===== config.mk =====
export PLATFORM = sky130hd
export DESIGN_NAME = pfi_core
export DESIGN_NICKNAME = d
export VERILOG_FILES = /design/src/core/pfi_pkg.sv /design/src/core/pfi_core.sv /design/src/core/pfi_phase_gen.sv
export VERILOG_INCLUDE_DIRS = /design/src /design/src/core
export SDC_FILE = /design/constraint.sdc
export NUM_CORES = 1
export LEC_CHECK = 0
export BUFFER_PORTS_ARGS = -buffer_cell sky130_fd_sc_hd__buf_2
export CORE_MARGIN = 2
export CORE_UTILIZATION = 53
export CTS_CLUSTER_SIZE = 30
export DETAILED_ROUTE_END_ITERATION = 12
export PLACE_DENSITY = 0.83
export REMOVE_ABC_BUFFERS = 1
export SYNTH_ARGS = -nofsm -noshare
export SYNTH_HDL_FRONTEND = slang
export SYNTH_SLANG_ARGS = --single-unit

===== constraint.sdc =====
create_clock -name clk -period 5.74 [get_ports clk]
set_input_delay 0.287 -clock clk [delete_from_list [all_inputs] [get_ports clk]]
set_output_delay 0.287 -clock clk [all_outputs]
set_load 0.02 [all_outputs]

===== src/core/pfi_defs.svh =====
// Constants for the fault-propagation and interleave block.
// Assumes inclusion by bare name from core design files only.
`ifndef PFI_DEFS_SVH
`define PFI_DEFS_SVH

`define PFI_CLK_HZ        100000000
`define PFI_HICCUP_MS     130
`define PFI_HICCUP_CYC    (`PFI_CLK_HZ / 1000 * `PFI_HICCUP_MS)
`define PFI_MAX_GROUP     32
`define PFI_PHASE_STEPS   32
`define PFI_FREQ_500K     2'h0
`define PFI_FREQ_750K     2'h1
`define PFI_FREQ_1M       2'h2
`define PFI_PER_500K      200
`define PFI_PER_750K      133
`define PFI_PER_1M        100
`define PFI_ST_RESET      7'h7F
`define PFI_SHUT_MASK     7'h7C
`define PFI_BIT_TW        0
`define PFI_BIT_PGW       1
`define PFI_BIT_TR        2
`define PFI_BIT_OT        3
`define PFI_BIT_OC        4
`define PFI_BIT_UV        5
`define PFI_BIT_OV        6
`define PFI_ADDR_CTRL     4'h0
`define PFI_ADDR_CFG      4'h1
`define PFI_ADDR_FREQ     4'h2
`define PFI_ADDR_STAT     4'h3
`define PFI_ADDR_STATE    4'h4

`endif


===== src/core/pfi_pkg.sv =====
// Types shared by the fault-propagation and interleave block.
// Assumes nothing of its surroundings.
package pfi_pkg;
  typedef enum logic [5:0] {
    PFI_OFF     = 6'h01,
    PFI_RAMP_UP = 6'h02,
    PFI_STEADY  = 6'h04,
    PFI_DELAY   = 6'h08,
    PFI_RAMP_DN = 6'h10,
    PFI_HICCUP  = 6'h20
  } pfi_state_t;
endpackage : pfi_pkg


===== src/core/pfi_core.sv =====
// Fault propagation, turn-off control, hiccup restart and switching phase.
// Assumes protection detectors are clk-domain levels; sync and fault
// lines are asynchronous pins.
`timescale 1ns/1ps
`include "pfi_defs.svh"

// Notes on behaviour
// - A group wires 1 to 32 converters' fault lines together.
// - With propagation enabled, a faulting converter pulls the fault line.
// - A low fault line starts shutdown even without own fault.
// - A propagated fault causes regular delayed, slewed shutdown.
// - A propagated error causes immediate fast shutdown.
// - The error originator shuts fast and keeps low side on.
// - Regular shutdown honours turn-off delay and falling slew.
// - Non-latching protection retries start-up every 130 ms.
// - Hiccup time runs from output zero, or from a fast turn-off, to next ramp start.
// - Thermal fault and warning monitors are always active.
// - Current and overvoltage monitors arm above pre-bias only.
// - Each protection class has its own turn-off and window.
// - Frequency and phase writes apply only while turned off.
// - Switching locks to the manager's clock on the sync line.
// - Switching frequency selects 500 kHz, 750 kHz or 1 MHz.
// - Frequency choice is independent per converter.
// - PWM starts a programmed delay after the sync edge.
// - Interleave steps are 11.25 degrees, independent of count.
// - Latching protection shuts down and stays off.
// - Fast shutdown opens both switches at once, except an own error, which keeps low side on.
// - A trip clears its status bit to 0, low means active.
module pfi_core
  import pfi_pkg::*;
#(
  parameter int HICCUP_CYC = `PFI_HICCUP_CYC,
  parameter int GROUP_SIZE = `PFI_MAX_GROUP
) (
  // Clock and reset
  input  wire logic        clk,
  input  wire logic        reset,
  // Register port
  input  wire logic [3:0]  reg_addr,
  input  wire logic [7:0]  reg_wdata,
  input  wire logic        reg_wr,
  input  wire logic        reg_rd,
  output logic      [7:0]  reg_rdata,
  // Protection detectors
  input  wire logic        det_thermal_warn,
  input  wire logic        det_power_good_bad,
  input  wire logic        det_ramp_follow,
  input  wire logic        det_thermal,
  input  wire logic        det_excess_current,
  input  wire logic        det_low_output,
  input  wire logic        det_high_output,
  // Analog ramp status
  input  wire logic        vout_above_prebias,
  input  wire logic        vout_at_target,
  input  wire logic        vout_at_zero,
  // Shared pins
  input  wire logic        fault_line_in,
  output logic             fault_line_out,
  output logic             fault_line_oe_n,
  input  wire logic        sync_line_in,
  // Power stage control
  output logic             ramp_up_en,
  output logic             ramp_down_en,
  output logic             high_side_en,
  output logic             low_side_on,
  output logic             pwm_start
);
  initial begin
    if (GROUP_SIZE < 1 || GROUP_SIZE > `PFI_MAX_GROUP)
      $error("group size must be 1 to 32");
    if (HICCUP_CYC < 1) $error("hiccup count must be positive");
  end

  // ************************************************************
  // Registers
  // ************************************************************
  logic       turn_on_ff;
  logic       prop_en_ff;
  logic       ramp_follow_en_ff;
  logic       ext_err_ff;
  logic [6:0] latch_mask_ff;
  logic [7:0] off_delay_ff;
  logic [1:0] freq_sel_ff;
  logic [4:0] phase_cnt_ff;
  logic [6:0] fault_flag_register_ff;
  logic [7:0] nxt_rdata;
  pfi_state_t state_ff;
  logic [6:0] trips;

  always_ff @(posedge clk) begin
    if (reset) begin
      turn_on_ff        <= 1'b0;
      prop_en_ff        <= 1'b0;
      ramp_follow_en_ff <= 1'b1;
      ext_err_ff        <= 1'b0;
      off_delay_ff      <= 8'h00;
      latch_mask_ff     <= 7'h00;
    end else if (reg_wr) begin
      case (reg_addr)
        `PFI_ADDR_CTRL: begin
          turn_on_ff        <= reg_wdata[0];
          prop_en_ff        <= reg_wdata[1];
          ramp_follow_en_ff <= reg_wdata[2];
          ext_err_ff        <= reg_wdata[3];
        end
        `PFI_ADDR_CFG:  latch_mask_ff <= reg_wdata[6:0];
        `PFI_ADDR_STATE: off_delay_ff <= reg_wdata;
        default: ;
      endcase
    end
  end

  // Frequency/phase writes dropped unless converter is off
  always_ff @(posedge clk) begin
    if (reset) begin
      freq_sel_ff  <= `PFI_FREQ_500K;
      phase_cnt_ff <= 5'h00;
    end else if (reg_wr && reg_addr == `PFI_ADDR_FREQ
                 && state_ff == PFI_OFF) begin
      if (reg_wdata[6:5] <= `PFI_FREQ_1M) begin
        freq_sel_ff <= reg_wdata[6:5];
      end
      phase_cnt_ff <= reg_wdata[4:0];
    end
  end

  always_comb begin
    case (reg_addr)
      `PFI_ADDR_CTRL:  nxt_rdata = {4'h0, ext_err_ff, ramp_follow_en_ff,
                                    prop_en_ff, turn_on_ff};
      `PFI_ADDR_CFG:   nxt_rdata = {1'b0, latch_mask_ff};
      `PFI_ADDR_FREQ:  nxt_rdata = {1'b0, freq_sel_ff, phase_cnt_ff};
      `PFI_ADDR_STAT:  nxt_rdata = {1'b0, fault_flag_register_ff};
      `PFI_ADDR_STATE: nxt_rdata = off_delay_ff;
      default:         nxt_rdata = 8'h00;
    endcase
  end

  always_ff @(posedge clk) begin
    if (reset) begin
      reg_rdata <= 8'h00;
    end else if (reg_rd) begin
      reg_rdata <= nxt_rdata;
    end
  end

  // ************************************************************
  // Pin synchronisers
  // ************************************************************
  logic fl_s1_ff;
  logic fl_s2_ff;
  logic sy_s1_ff;
  logic sy_s2_ff;
  logic sy_s3_ff;
  logic sync_edge;

  always_ff @(posedge clk) begin
    if (reset) begin
      fl_s1_ff <= 1'b1;
      fl_s2_ff <= 1'b1;
      sy_s1_ff <= 1'b0;
      sy_s2_ff <= 1'b0;
      sy_s3_ff <= 1'b0;
    end else begin
      fl_s1_ff <= fault_line_in;
      fl_s2_ff <= fl_s1_ff;
      sy_s1_ff <= sync_line_in;
      sy_s2_ff <= sy_s1_ff;
      sy_s3_ff <= sy_s2_ff;
    end
  end

  assign sync_edge = sy_s2_ff && !sy_s3_ff;

  // ************************************************************
  // Protection qualification
  // ************************************************************
  logic armed_prebias;
  logic own_fast;
  logic own_error;
  logic own_any;
  logic ext_low;
  logic latched_trip;
  logic oe_n_ff;

  assign armed_prebias = vout_above_prebias
                         && state_ff != PFI_OFF;
  assign trips[`PFI_BIT_TW]  = det_thermal_warn;
  assign trips[`PFI_BIT_PGW] = det_power_good_bad && state_ff == PFI_STEADY;
  assign trips[`PFI_BIT_TR]  = det_ramp_follow && ramp_follow_en_ff
                               && state_ff == PFI_RAMP_UP;
  assign trips[`PFI_BIT_OT]  = det_thermal;
  assign trips[`PFI_BIT_OC]  = det_excess_current && armed_prebias;
  assign trips[`PFI_BIT_UV]  = det_low_output && state_ff == PFI_STEADY;
  assign trips[`PFI_BIT_OV]  = det_high_output && armed_prebias;

  // Warnings never turn the converter off
  assign own_error = trips[`PFI_BIT_OV];
  assign own_fast  = trips[`PFI_BIT_TR] || trips[`PFI_BIT_OC];
  assign own_any   = |trips[`PFI_BIT_OV:`PFI_BIT_TR];
  // Own pull is masked so the converter never answers its own echo
  assign ext_low   = !fl_s2_ff && oe_n_ff;

  // Status flags: low is active, a live trip wins over clearing write
  always_ff @(posedge clk) begin
    if (reset) begin
      fault_flag_register_ff <= `PFI_ST_RESET;
    end else begin
      fault_flag_register_ff <= (fault_flag_register_ff
        | ((reg_wr && reg_addr == `PFI_ADDR_STAT) ? reg_wdata[6:0] : 7'h00))
        & ~trips;
    end
  end

  assign latched_trip = |(~fault_flag_register_ff & latch_mask_ff
                          & `PFI_SHUT_MASK);

  // ************************************************************
  // Sequencer
  // ************************************************************
  logic        err_mode_ff;
  logic        ls_hold_ff;
  logic [7:0]  dly_cnt_ff;
  logic [31:0] hic_cnt_ff;
  logic        go_fast;
  logic        go_reg;

  // Own error or fast fault, or a low line read as a propagated error
  assign go_fast = own_error || own_fast
                   || (ext_low && ext_err_ff);
  assign go_reg  = trips[`PFI_BIT_OT] || trips[`PFI_BIT_UV] || ext_low
                   || !turn_on_ff;

  always_ff @(posedge clk) begin
    if (reset) begin
      state_ff    <= PFI_OFF;
      err_mode_ff <= 1'b0;
      ls_hold_ff  <= 1'b0;
      dly_cnt_ff  <= 8'h00;
      hic_cnt_ff  <= '0;
    end else begin
      case (state_ff)
        PFI_OFF: begin
          hic_cnt_ff <= '0;
          if (turn_on_ff && !own_any && !ext_low && !latched_trip) begin
            state_ff   <= PFI_RAMP_UP;
            ls_hold_ff <= 1'b0;
          end
        end
        PFI_RAMP_UP, PFI_STEADY: begin
          if (go_fast) begin
            state_ff    <= PFI_RAMP_DN;
            err_mode_ff <= 1'b1;
            ls_hold_ff  <= own_error;
          end else if (go_reg) begin
            state_ff   <= PFI_DELAY;
            dly_cnt_ff <= off_delay_ff;
          end else if (state_ff == PFI_RAMP_UP && vout_at_target) begin
            state_ff <= PFI_STEADY;
          end
        end
        PFI_DELAY: begin
          if (go_fast) begin
            state_ff    <= PFI_RAMP_DN;
            err_mode_ff <= 1'b1;
            ls_hold_ff  <= own_error;
          end else if (dly_cnt_ff == 8'h00) begin
            state_ff <= PFI_RAMP_DN;
          end else begin
            dly_cnt_ff <= dly_cnt_ff - 8'h01;
          end
        end
        PFI_RAMP_DN: begin
          if (vout_at_zero || err_mode_ff) begin
            state_ff    <= PFI_HICCUP;
            err_mode_ff <= 1'b0;
            hic_cnt_ff  <= '0;
          end
        end
        PFI_HICCUP: begin
          if (latched_trip || !turn_on_ff) begin
            state_ff <= PFI_OFF;
          end else if (hic_cnt_ff >= 32'(HICCUP_CYC - 1)) begin
            state_ff <= PFI_OFF;
          end else begin
            hic_cnt_ff <= hic_cnt_ff + 32'h1;
          end
        end
        default: state_ff <= PFI_OFF;
      endcase
    end
  end

  // Fault line held low from trip until the hiccup wait starts: output zero, or just after a fast turn-off
  always_ff @(posedge clk) begin
    if (reset) begin
      oe_n_ff <= 1'b1;
    end else if (prop_en_ff && own_any && state_ff != PFI_OFF
                 && state_ff != PFI_HICCUP) begin
      oe_n_ff <= 1'b0;
    end else if (state_ff == PFI_HICCUP || state_ff == PFI_OFF) begin
      oe_n_ff <= 1'b1;
    end
  end

  assign fault_line_oe_n = oe_n_ff;
  assign fault_line_out  = 1'b0;

  // ************************************************************
  // Power stage outputs
  // ************************************************************
  assign ramp_up_en   = state_ff == PFI_RAMP_UP;
  assign ramp_down_en = state_ff == PFI_RAMP_DN && !err_mode_ff;
  assign high_side_en = state_ff == PFI_RAMP_UP || state_ff == PFI_STEADY
                        || state_ff == PFI_DELAY || ramp_down_en;
  assign low_side_on  = ls_hold_ff && !(state_ff == PFI_RAMP_UP);

  pfi_phase_gen #(
    .PER_W (8)
  ) u_phase (
    .clk       (clk),
    .reset     (reset),
    .run       (high_side_en),
    .freq_sel  (freq_sel_ff),
    .phase_cnt (phase_cnt_ff),
    .sync_edge (sync_edge),
    .pwm_start (pwm_start)
  );

  // ************************************************************
  // Checks
  // ************************************************************
  a_ext_shutdown: assert property (@(posedge clk) disable iff (reset)
    (state_ff == PFI_STEADY && ext_low && !go_fast) |=> state_ff == PFI_DELAY)
    else $error("low fault line did not start shutdown");
  a_fast_off: assert property (@(posedge clk) disable iff (reset)
    (state_ff == PFI_STEADY && own_fast) |=> !high_side_en)
    else $error("fast shutdown left high side on");
  a_error_ls: assert property (@(posedge clk) disable iff (reset)
    (state_ff == PFI_STEADY && own_error) |=> low_side_on)
    else $error("error did not hold low side");
  a_line_pull: assert property (@(posedge clk) disable iff (reset)
    (prop_en_ff && own_any && state_ff == PFI_STEADY) |=> !fault_line_oe_n)
    else $error("fault line not pulled");
  a_line_hold: assert property (@(posedge clk) disable iff (reset)
    ($fell(fault_line_oe_n) ##1 state_ff == PFI_RAMP_DN) |-> !fault_line_oe_n)
    else $error("fault line released before output zero");
  a_delay_kept: assert property (@(posedge clk) disable iff (reset)
    (state_ff == PFI_DELAY && dly_cnt_ff != 8'h00 && !go_fast)
    |=> state_ff == PFI_DELAY)
    else $error("turn-off delay cut short");
  a_flag_clear: assert property (@(posedge clk) disable iff (reset)
    trips[`PFI_BIT_OV] |=> !fault_flag_register_ff[`PFI_BIT_OV])
    else $error("trip did not clear status bit");
  a_freq_lock: assert property (@(posedge clk) disable iff (reset)
    (state_ff != PFI_OFF) |=> $stable(freq_sel_ff) && $stable(phase_cnt_ff))
    else $error("frequency changed while running");
  a_hiccup_min: assert property (@(posedge clk) disable iff (reset)
    (state_ff == PFI_HICCUP && !latched_trip && turn_on_ff
     && hic_cnt_ff < 32'(HICCUP_CYC - 1)) |=> state_ff == PFI_HICCUP)
    else $error("hiccup ended early");
  a_prebias_arm: assert property (@(posedge clk) disable iff (reset)
    !vout_above_prebias |-> !trips[`PFI_BIT_OV] && !trips[`PFI_BIT_OC])
    else $error("monitor armed below pre-bias");
  a_ext_fast: assert property (@(posedge clk) disable iff (reset)
    (state_ff == PFI_STEADY && ext_low && ext_err_ff && !own_error)
    |=> !high_side_en && !low_side_on)
    else $error("propagated error did not turn off fast");

  c_hiccup: cover property (@(posedge clk) disable iff (reset)
    state_ff == PFI_HICCUP ##1 state_ff == PFI_OFF);
  c_ext_off: cover property (@(posedge clk) disable iff (reset)
    ext_low && state_ff == PFI_STEADY);
  c_err_off: cover property (@(posedge clk) disable iff (reset)
    own_error && state_ff == PFI_STEADY);
  c_ext_err: cover property (@(posedge clk) disable iff (reset)
    ext_low && ext_err_ff && state_ff == PFI_STEADY);
  c_pwm: cover property (@(posedge clk) disable iff (reset) pwm_start);
endmodule : pfi_core


===== src/core/pfi_phase_gen.sv =====
// Switching-phase generator locked to the sync line edge.
// Assumes sync_edge is a one-cycle pulse already in the clk domain.
`timescale 1ns/1ps
`include "pfi_defs.svh"
module pfi_phase_gen
  import pfi_pkg::*;
#(
  parameter int PER_W = 8
) (
  // Clock and reset
  input  wire logic             clk,
  input  wire logic             reset,
  // Control
  input  wire logic             run,
  input  wire logic [1:0]       freq_sel,
  input  wire logic [4:0]       phase_cnt,
  input  wire logic             sync_edge,
  // Output
  output logic                  pwm_start
);
  initial begin
    if (PER_W < 8) $error("PER_W too small for switching period");
  end

  logic [PER_W-1:0] period;
  logic [PER_W-1:0] delay;
  logic [PER_W-1:0] cnt_ff;
  logic [PER_W-1:0] phase_ff;
  logic             armed_ff;

  always_comb begin
    case (freq_sel)
      `PFI_FREQ_750K: period = PER_W'(`PFI_PER_750K);
      `PFI_FREQ_1M:   period = PER_W'(`PFI_PER_1M);
      default:        period = PER_W'(`PFI_PER_500K);
    endcase
  end

  // Phase delay = (count * period) / 32
  assign delay = PER_W'((32'(period) * 32'(phase_cnt)) / `PFI_PHASE_STEPS);

  // Free-running period counter, realigned on every master edge
  always_ff @(posedge clk) begin
    if (reset || sync_edge || cnt_ff >= period - PER_W'(1)) begin
      cnt_ff <= '0;
    end else begin
      cnt_ff <= cnt_ff + PER_W'(1);
    end
  end

  always_ff @(posedge clk) begin
    if (reset) begin
      phase_ff <= '0;
      armed_ff <= 1'b0;
    end else if (sync_edge) begin
      phase_ff <= delay;
      armed_ff <= 1'b1;
    end
  end

  assign pwm_start = run && armed_ff && (cnt_ff == phase_ff);

  a_pwm_phase: assert property (@(posedge clk) disable iff (reset)
    sync_edge |=> cnt_ff == '0 && phase_ff == $past(delay))
    else $error("phase not realigned on sync edge");
endmodule : pfi_phase_gen


Word-level counts from Yosys, hierarchy flattened
Cells that the tools add are included.
- add/subtract/negate cells: 4
- multiply operators: 1
- divide/modulo/power cells: 0
- magnitude comparators: 3
- equal/unequal tests: 27
- shift-type cells: 0
- multiplexer cells: 30
- bitwise gates (word level): 5
- reductions and logical operators: 66
- operators with widths (cell ; count):
    two-way mux 32 bit ; 3
    one-hot mux 32 bit (3 select lines) ; 1
    two-way mux 6 bit ; 9
    one-hot mux 8 bit (5 select lines) ; 1
    adder 32 x 1 -> 32 bit (second input constant) ; 1
    >= comparator 32 x 24 -> 1 bit (second input constant) ; 1
    two-way mux 8 bit ; 4
    one-hot mux 8 bit (2 select lines) ; 2
    one-hot mux 6 bit (5 select lines) ; 1
    logical AND 1 bit ; 24
    inequality test 2 bit (second input constant) ; 8
    subtractor 8 x 1 -> 8 bit (second input constant) ; 2
    bitwise AND 7 bit ; 2
    logical OR 1 bit ; 14
    inverter 7 bit ; 2
    multiplier 8 x 5 -> 13 bit ; 1
    AND reduction 5 bit ; 2
    OR reduction 5 bit ; 2
    adder 8 x 1 -> 8 bit (second input constant) ; 1
    equality test 4 x 2 -> 1 bit (second input constant) ; 2
    equality test 8 bit ; 1
    >= comparator 8 bit ; 1
    zero test 1 bit ; 8
    zero test 8 bit ; 1
    other kinds (28) ; 42
- register bits: 112
- bits in latches: 0
- memory bits (writable): 0
- ROM bits: 0
- bits of input ports: 28
- word-level logic and storage cells: 160
- memories kept: 0

Depth between registers and ports, before layout
Gate-level depths: netlist (run 1).
- depth in word-level cells: 10
- gate-level depth with buffers: 17

Modules after synthesis
From an unflattened synthesis (run 1), not the netlist that was laid out.
- cells, all modules: 747
- area, all modules: 6358.6 µm²
- by module, submodules not included (module ; instances ; cells an instance ; area each (µm²) ; seq. area each (µm²)):
    pfi_core ; 1 ; 552 ; 4561.9 ; 1901.8
    pfi_phase_gen ; 1 ; 195 ; 1796.7 ; 340.3

Least setup slack after synthesis (run 1)
No wires, ideal clock.
- kind: register to register
- start: reg freq_sel_ff[0]
- end: reg u_phase.phase_ff[7]
- arrival time: 3658 ps
- data required time: 5654 ps
- slack: 1997 ps
- cell stages (with the launch flop): 18
- path buffers: 1
- period minus slack after synthesis: 3743 ps
- cells stage by stage: dfxtp_1 > inv_1 > ha_1 > clkbuf_1 > and2_1 > ha_1 > inv_1 > fa_1 > inv_1 > fa_1 > ha_1 > o21a_1 > o21a_1 > o211ai_1 > nand2_1 > a21oi_1 > xnor2_1 > a211oi_1
- cells in the longest elaborated chain, start to end: 3
- ends and longest elaborated chain (what ; RTL line ; RTL):
    start, declared ; pfi_core.sv:83 ; logic [1:0] freq_sel_ff;
    start signal, assigned ; pfi_core.sv:116 ; freq_sel_ff <= `PFI_FREQ_500K;
    start signal, assigned ; pfi_core.sv:121 ; freq_sel_ff <= reg_wdata[6:5];
    equality test 2 bit or equality test 2 x 1 -> 1 bit (tied branches) ; pfi_phase_gen.sv:32 ; case (freq_sel)
    one-hot mux 8 bit (2 select lines) * ; pfi_phase_gen.sv:32 ;
    multiplier 8 x 5 -> 13 bit * ; pfi_phase_gen.sv:40 ; assign delay = PER_W'((32'(period) * 32'(phase_cnt)) / `PFI_PHASE_STEPS);
    end signal, assigned ; pfi_phase_gen.sv:56 ; phase_ff <= delay;
    end, declared ; pfi_phase_gen.sv:28 ; logic [PER_W-1:0] phase_ff;
Every way passes the cells marked *; elsewhere a longest branch is shown, timed or not.
A chain may end at the register's enable or synchronous reset.

Worst setup path in the final report (run 1)
Ends and elaborated chain as after synthesis.

==> run metrics, run 1 <==
run status complete, no violations; total grt overflow 0; unrepaired setup endpoints after global routing false; multiplexer share of the synthesized area approximately 2.1%; leading area contributor after synthesis dfxtp_1; row count 39; CTS tree built; Worst EP required approximately 6 ns; Synth Area per Inst 8.348 um2; most frequent cell after synthesis dfxtp_1; final-report hold violation count 0; Diodes inserted 0; Clock Pin Slew Worst Setup and Hold Paths about 0.07 ns; fmax approximately 0.25 GHz; final RePlAce weighted congestion just over 0.9; synth unique cells 63; adder-cell share of the synthesized area around a tenth; Synth Instances 741; crit start category flip-flop; Fin Setup TNS 0 ns; WP data arrival between 4 and 5 ns; Post-synth ARST share 0%; Clk Latency, worst-skew pair 0.36 ns; CTS max path bufs 2; DP Area 6519 um2; Hold/Removal Path Class in -> reg; final worst path period share between 60 and 70%; Area growth syn-to-layout 9.911%; post-DP HPWL 10.16 mm; Setup WS pre-CTS ~1.8 ns; Total Wirelength roughly 14 mm; Final min period slightly below 4 ns; final antenna-violating net count 0; DRC Markers 0; leakage 2.719 nW; Starting Density a little over half; initial antenna violation count 0; Synth top area share a little over a third; Final Skew 0.009608 ns; final max-slew violation count 0; io pins between 40 and 50; via count 5308; nets 845; first-pass GRT wire length around 23 mm; worst reg-to-reg setup slack 1.79 ns; Initial DRT Pass Iterations 6; Die Width 112.0 um; simple-gate share of the synthesized area between 20% and 30%; DR WL/cell 15.26 um; register area share after synthesis a little over a third; gr usage total roughly 23%; vias per cell approximately 5.8; Post-synth EDFFs 0; Iter 0 DRT Violations 571; clock buffer count from CTS 9; top post-synthesis cells by count dfxtp_1, a21oi_1, nor2_1; critical path class reg -> reg; Worst Slack Setup Final between 1.5 and 2 ns; CTS Sinks 112; I/O Buffers 41; Setup Buffers After CTS 0; largest net degree at the start of global routing 73; fin util between 50% and 60%; Post-Syn Area between 6000 and 7000 um2; Placeable Area 11420 um2; Die ar. around 13000 um2; synthesized flop and latch total around 110; number of gates resized after CTS 0; main combinational cell family by area after synthesis simple AND/OR/NAND/NOR gates; compound-gate portion of the synthesized area around 17%; Worst Max-Slew Pin Slew 1.085 ns; critical path fanouts, max 9; Root Buffer clkbuf_16; CP endpoint kind flip-flop; Finished Cell Area 6799 um2; PD cells roughly 250 nW/um2; Warnings, synthesis 0; hold slack roughly 0.13 ns; max-cap violation count 0; endpoints failing setup 0; Die Y approximately 110 um; Slew headroom between 20 and 30%; Area contributors post-synth dfxtp_1, ha_1, a21oi_1; peak supply drop 343.7 uV; H-tree depth 3; vias in the first global route 4895; Hold-fix buffers, CTS 0; Layout fillers just over 1000; Synth Area in XOR/XNOR about 5.2%; layout cells sized above 1 ~11%; top_reg_cell synth dfxtp_1
-- flip-flops by register name, indices dropped and copies added, names as in the netlist --
signal                  cells
ramp_follow_en_ff           1
sy_s3_ff                    1
freq_sel_ff                 2
phase_cnt_ff                5
ext_err_ff                  1
turn_on_ff                  1
u_phase.armed_ff            1
sy_s2_ff                    1
fault_flag_register_ff      7
prop_en_ff                  1
reg_rdata                   8
hic_cnt_ff                 32
latch_mask_ff               7
ls_hold_ff                  1
fl_s1_ff                    1
sy_s1_ff                    1
dly_cnt_ff                  8
u_phase.phase_ff            8
u_phase.cnt_ff              8
state_ff                    6
err_mode_ff                 1
fault_line_oe_n             1
fl_s2_ff                    1
off_delay_ff                8
-- final timing paths --
| path | start | endpoint | cells past startpoint |
|---|---|---|---|
| worst min register to register | fl_s1_ff | fl_s2_ff | 1 |
| worst max-delay path | freq_sel_ff[0] | u_phase.phase_ff[7] | 16 |
| worst max register to register | freq_sel_ff[0] | u_phase.phase_ff[7] | 16 |
| worst min-delay path | det_thermal_warn | fault_flag_register_ff[0] | 2 |
-- layout make-up --
cell class / count / area [um2] / share of cell area [%]
multi-input cells: 570 / 3724 / 54.77
flip-flops and latches: 112 / 2242 / 32.98
repair buffers: 48 / 257.7 / 3.791
clock buffers: 10 / 239.0 / 3.515
well taps: 143 / 178.9 / 2.632
inverters: 31 / 116.4 / 1.711
clock inverters: 5 / 41.29 / 0.6073
-- report_power, final --
group | switching, mW | internal, mW
Sequential | 0.0214 | 0.795
Clock | 0.297 | 0.309
Combinational | 0.183 | 0.0929
Total | 0.502 | 1.20
-- cell families (layout without fill, tap and decap cells) --
group | count (synthesis) | in the layout
AND/OR/NAND/NOR | 312 | 312
AO/OA/AOI/OAI | 160 | 160
flip-flops | 112 | 112
buffers and inverters | 60 | 94
adder cells (fa/ha/maj) | 45 | 45
XOR/XNOR | 37 | 37
multiplexers | 13 | 13
other | 2 | 3
-- cell usage in the layout, fill, tap and decap left out, types with 4 or more instances in the layout --
cell type    n
dfxtp_1    112
a21oi_1     81
nor2_1      77
nand2_1     72
nand3_1     41
buf_2       41
ha_1        37
inv_1       31
xnor2_1     28
and2_1      21
o21ai_0     19
nor2b_1     17
nand2b_1    15
nor3_1      15
mux2i_1     12
nand4_1     10
a21o_1      10
xor2_1       9
clkbuf_16    9
fa_1         8
or2_2        7
and4_1       7
a222oi_1     7
buf_4        7
nand4b_1     5
and3_1       5
a211oi_2     4
a31oi_1      4
o21bai_1     4
nand3b_1     4
a22oi_1      4
-- critical path, stage by stage (launching register included) --
cell	delay [ns]
dfxtp_1	0.42
inv_1	0.09
ha_1	0.42
and2_1	0.21
ha_1	0.27
inv_1	0.05
fa_1	0.52
inv_1	0.05
fa_1	0.47
ha_1	0.34
o21a_1	0.18
o21a_1	0.18
o211ai_1	0.09
nand2_1	0.10
a21oi_1	0.19
xnor2_1	0.08
a211oi_1	0.22
-- routing by layer --
| layer | track usage (%) | part of all wire, % |
|---|---|---|
| met1 | 30.08 | 44 |
| met2 | 37.09 | 48 |
| met3 | 5.454 | 6.1 |
| met4 | 7.398 | 2.0 |
| met5 | 0 | 0 |
-- through the flow --
| stage | power (mW) | instances |
|---|---|---|
| 5_1_grt | 1.764 | 919 |
| 4_1_cts | 1.699 | 919 |
| 3_5_place_dp | 1.104 | 904 |
| 3_3_place_gp | 1.101 | 904 |
| 2_1_floorplan | 1.005 | 713 |
| 6_report | 1.698 | 919 |
Power figures use the tool's default switching activity.
==> inputs of run 2 (changes only) <==
==> constraint.sdc (replaced) <==
create_clock -name clk -period 4 [get_ports clk]
set_input_delay 0.2 -clock clk [delete_from_list [all_inputs] [get_ports clk]]
set_output_delay 0.2 -clock clk [all_outputs]
set_load 0.02 [all_outputs]
==> run metrics, run 2 (same netlist as run 1, synthesis figures left out) <==
run status complete, no violations; Register Area 2242 um2 (unchanged); Hold Path End fl_s1_ff; first-pass GRT wire length 23.78 mm (+1.4%); critical path fanouts, max 5 (-4); Layout fillers 1025 (-1.2%); post-DP HPWL 10.21 mm (+0.51%); Fin Setup TNS 0 ns (unchanged); layout cells sized above 1 11.42% (+0.34 points); CP endpoint kind flip-flop; commonest cells after routing, fill and taps aside dfxtp_1, a21oi_1, nor2_1; Clock Pin Slew Worst Setup and Hold Paths 0.08 ns (about the same); PD cells 359.9 nW/um2 (+44%); reg2reg path depth 16 (unchanged); Final Skew 0.01352 ns (+0.003914 ns); FF-to-FF End u_phase.phase_ff[7]; Slew headroom 28.14% (+0.62 points); initial antenna violation count 0 (unchanged); Slowest cell on crit path fa_1; Worst Max-Slew Pin Slew 1.075 ns (-0.009235 ns); Worst path max stage delay 0.53 ns (about the same); io pins 43 (unchanged); Root Buffer clkbuf_16; row count 39 (unchanged); final antenna-violating net count 0 (unchanged); vias per cell 5.795 (+0.33%); Diodes inserted 0 (unchanged); Area growth syn-to-layout 10.38%; Die Width 112.0 um (unchanged); DP Cell Count 906 (+0.22%); fmax 0.2635 GHz (+4.2%); critical path class reg -> reg; DRC Markers 0 (unchanged); CTS max path bufs 2 (unchanged); Top Family by Delay on Critical Path adder cells; nets 847 (+0.24%); final-report hold violation count 0 (unchanged); H-tree depth 3 (unchanged); WP data arrival 4.07 ns (-0.15 ns); CTS Sinks 112 (unchanged); clock buffer count from CTS 9 (unchanged); multi-input logic area 3724 um2 (unchanged); fin cells 922 (+0.33%); Setup Buffers After CTS 0 (unchanged); CTS tree built; reg2reg start freq_sel_ff[0]; Min-Delay Path Depth 2 (unchanged); peak supply drop 335.1 uV (-2.5%); I/O Buffers 41 (unchanged); leakage 2.728 nW (+0.34%); buffers plus inverters on the worst setup path 3 (unchanged); Iter 0 DRT Violations 577 (+1.1%); critical-path cell list inv_1 -> ha_1 -> and2_1 -> ha_1 -> inv_1 -> fa_1 -> inv_1 -> fa_1 -> ha_1 -> o21a_1 -> o21a_1 -> o211ai_1 -> nand2_1 -> a21oi_1 -> xnor2_1 -> a211oi_1; final max-slew violation count 0 (unchanged); Hold/Removal Path Class in -> reg; final worst path period share 94.86% (+26 points); Reg with most FFs hic_cnt_ff; via count 5343 (+0.66%); Initial DRT Pass Iterations 7 (+1); Die ar. 12550 um2 (unchanged); largest net degree at the start of global routing 40 (-45%); Total Wirelength 14.10 mm (+0.58%); total grt overflow 0 (unchanged); Clk Latency, worst-skew pair 0.37 ns (about the same); max reg flops 32 (unchanged); Final min period 3.795 ns (-0.1579 ns); hold path start fault_line_in; most common cell after layout, fill and taps aside dfxtp_1; Die Y 112.0 um (unchanged); Starting Density 54.17% (unchanged); Worst EP required 4.27 ns (-1.74 ns); crit start category flip-flop; DR WL/cell 15.30 um (+0.25%); gr usage total 23.07% (+0.29 points); max-cap violation count 0 (unchanged); Placeable Area 11420 um2 (unchanged); endpoints failing setup 0 (unchanged); final RePlAce weighted congestion 0.8823 (-3.4%); worst reg-to-reg setup slack 0.21 ns (-1.58 ns); vias in the first global route 4968 (+1.5%); unrepaired setup endpoints after global routing false
-- run 2: changes by cell type in the layout (fill, tap and decap cells not counted) --
| cell | delta |
|---|---|
| buf_4 | +2 |
| clkbuf_8 | -1 |
| clkinv_2 | -1 |
| clkinv_4 | -1 |
| clkinv_8 | +1 |
| clkinvlp_4 | +1 |
| inv_6 | +2 |
| o21ai_0 | -1 |
| o21ai_1 | +1 |
-- run 2: metrics by stage --
stage	cell area (um2)	worst slack (ns)	power (mW)	util, %	hold WS, ns
global placement	6534	0.3205	1.581	57.22	0.4078
detailed placement	6534	0.2184	1.588	57.22	0.4085
floorplan	6066	0.3200	1.442	-	0.2691
CTS	6828	0.1981	2.468	59.80	0.02540
global route	6828	0.03377	2.562	59.80	0.02561
finish	6828	0.2054	2.457	59.80	0.03394
-- run 2: report_power, final --
group	internal (mW)	leakage, nW	switching, mW
Clock	0.439	0.138	0.449
Sequential	1.14	0.906	0.0316
Combinational	0.134	1.68	0.263
Total	1.71	2.73	0.744
-- run 2: area by class of cell --
type | instances | area share, %
timing repair buffer | 50 | 3.995
sequential | 112 | 32.84
multi-input combinational | 570 | 54.54
clock inverter | 7 | 1.008
clock buffer | 9 | 3.299
tap | 143 | 2.620
inverter | 31 | 1.704
-- run 2: worst max path at each step --
stage,from,endpoint,cells past startpoint
floorplan,freq_sel_ff[0],u_phase.phase_ff[7],16
global placement,freq_sel_ff[0],u_phase.phase_ff[7],16
detailed placement,freq_sel_ff[0],u_phase.phase_ff[7],16
CTS,freq_sel_ff[0],u_phase.phase_ff[7],16
global route,freq_sel_ff[0],u_phase.phase_ff[5],15
finish,freq_sel_ff[0],u_phase.phase_ff[7],16
-- run 2: layer usage --
metal / wire, um / part of all wire, % / global-route usage, %
met5: 0 / 0 / 0
met2: 6868 / 49 / 38.06
met4: 254 / 1.8 / 7.398
met1: 6159 / 44 / 29.92
met3: 822 / 5.8 / 5.778
-- run 2: repair_timing --
action,in CTS,in global routing
endpoints found under the hold margin,0,0
hold buffers,0,0
resized for setup,0,1
setup endpoints to repair,0,1
-- run 2: worst register-to-register path, delay by kind of cell, from the launching register on --
| family | cells | cell delay [ns] |
|---|---|---|
| flip-flops | 1 | 0.41 |
| AO/OA/AOI/OAI | 5 | 0.82 |
| buffers and inverters | 3 | 0.19 |
| adder cells (fa/ha/maj) | 5 | 1.94 |
| AND/OR/NAND/NOR | 2 | 0.27 |
| XOR/XNOR | 1 | 0.08 |
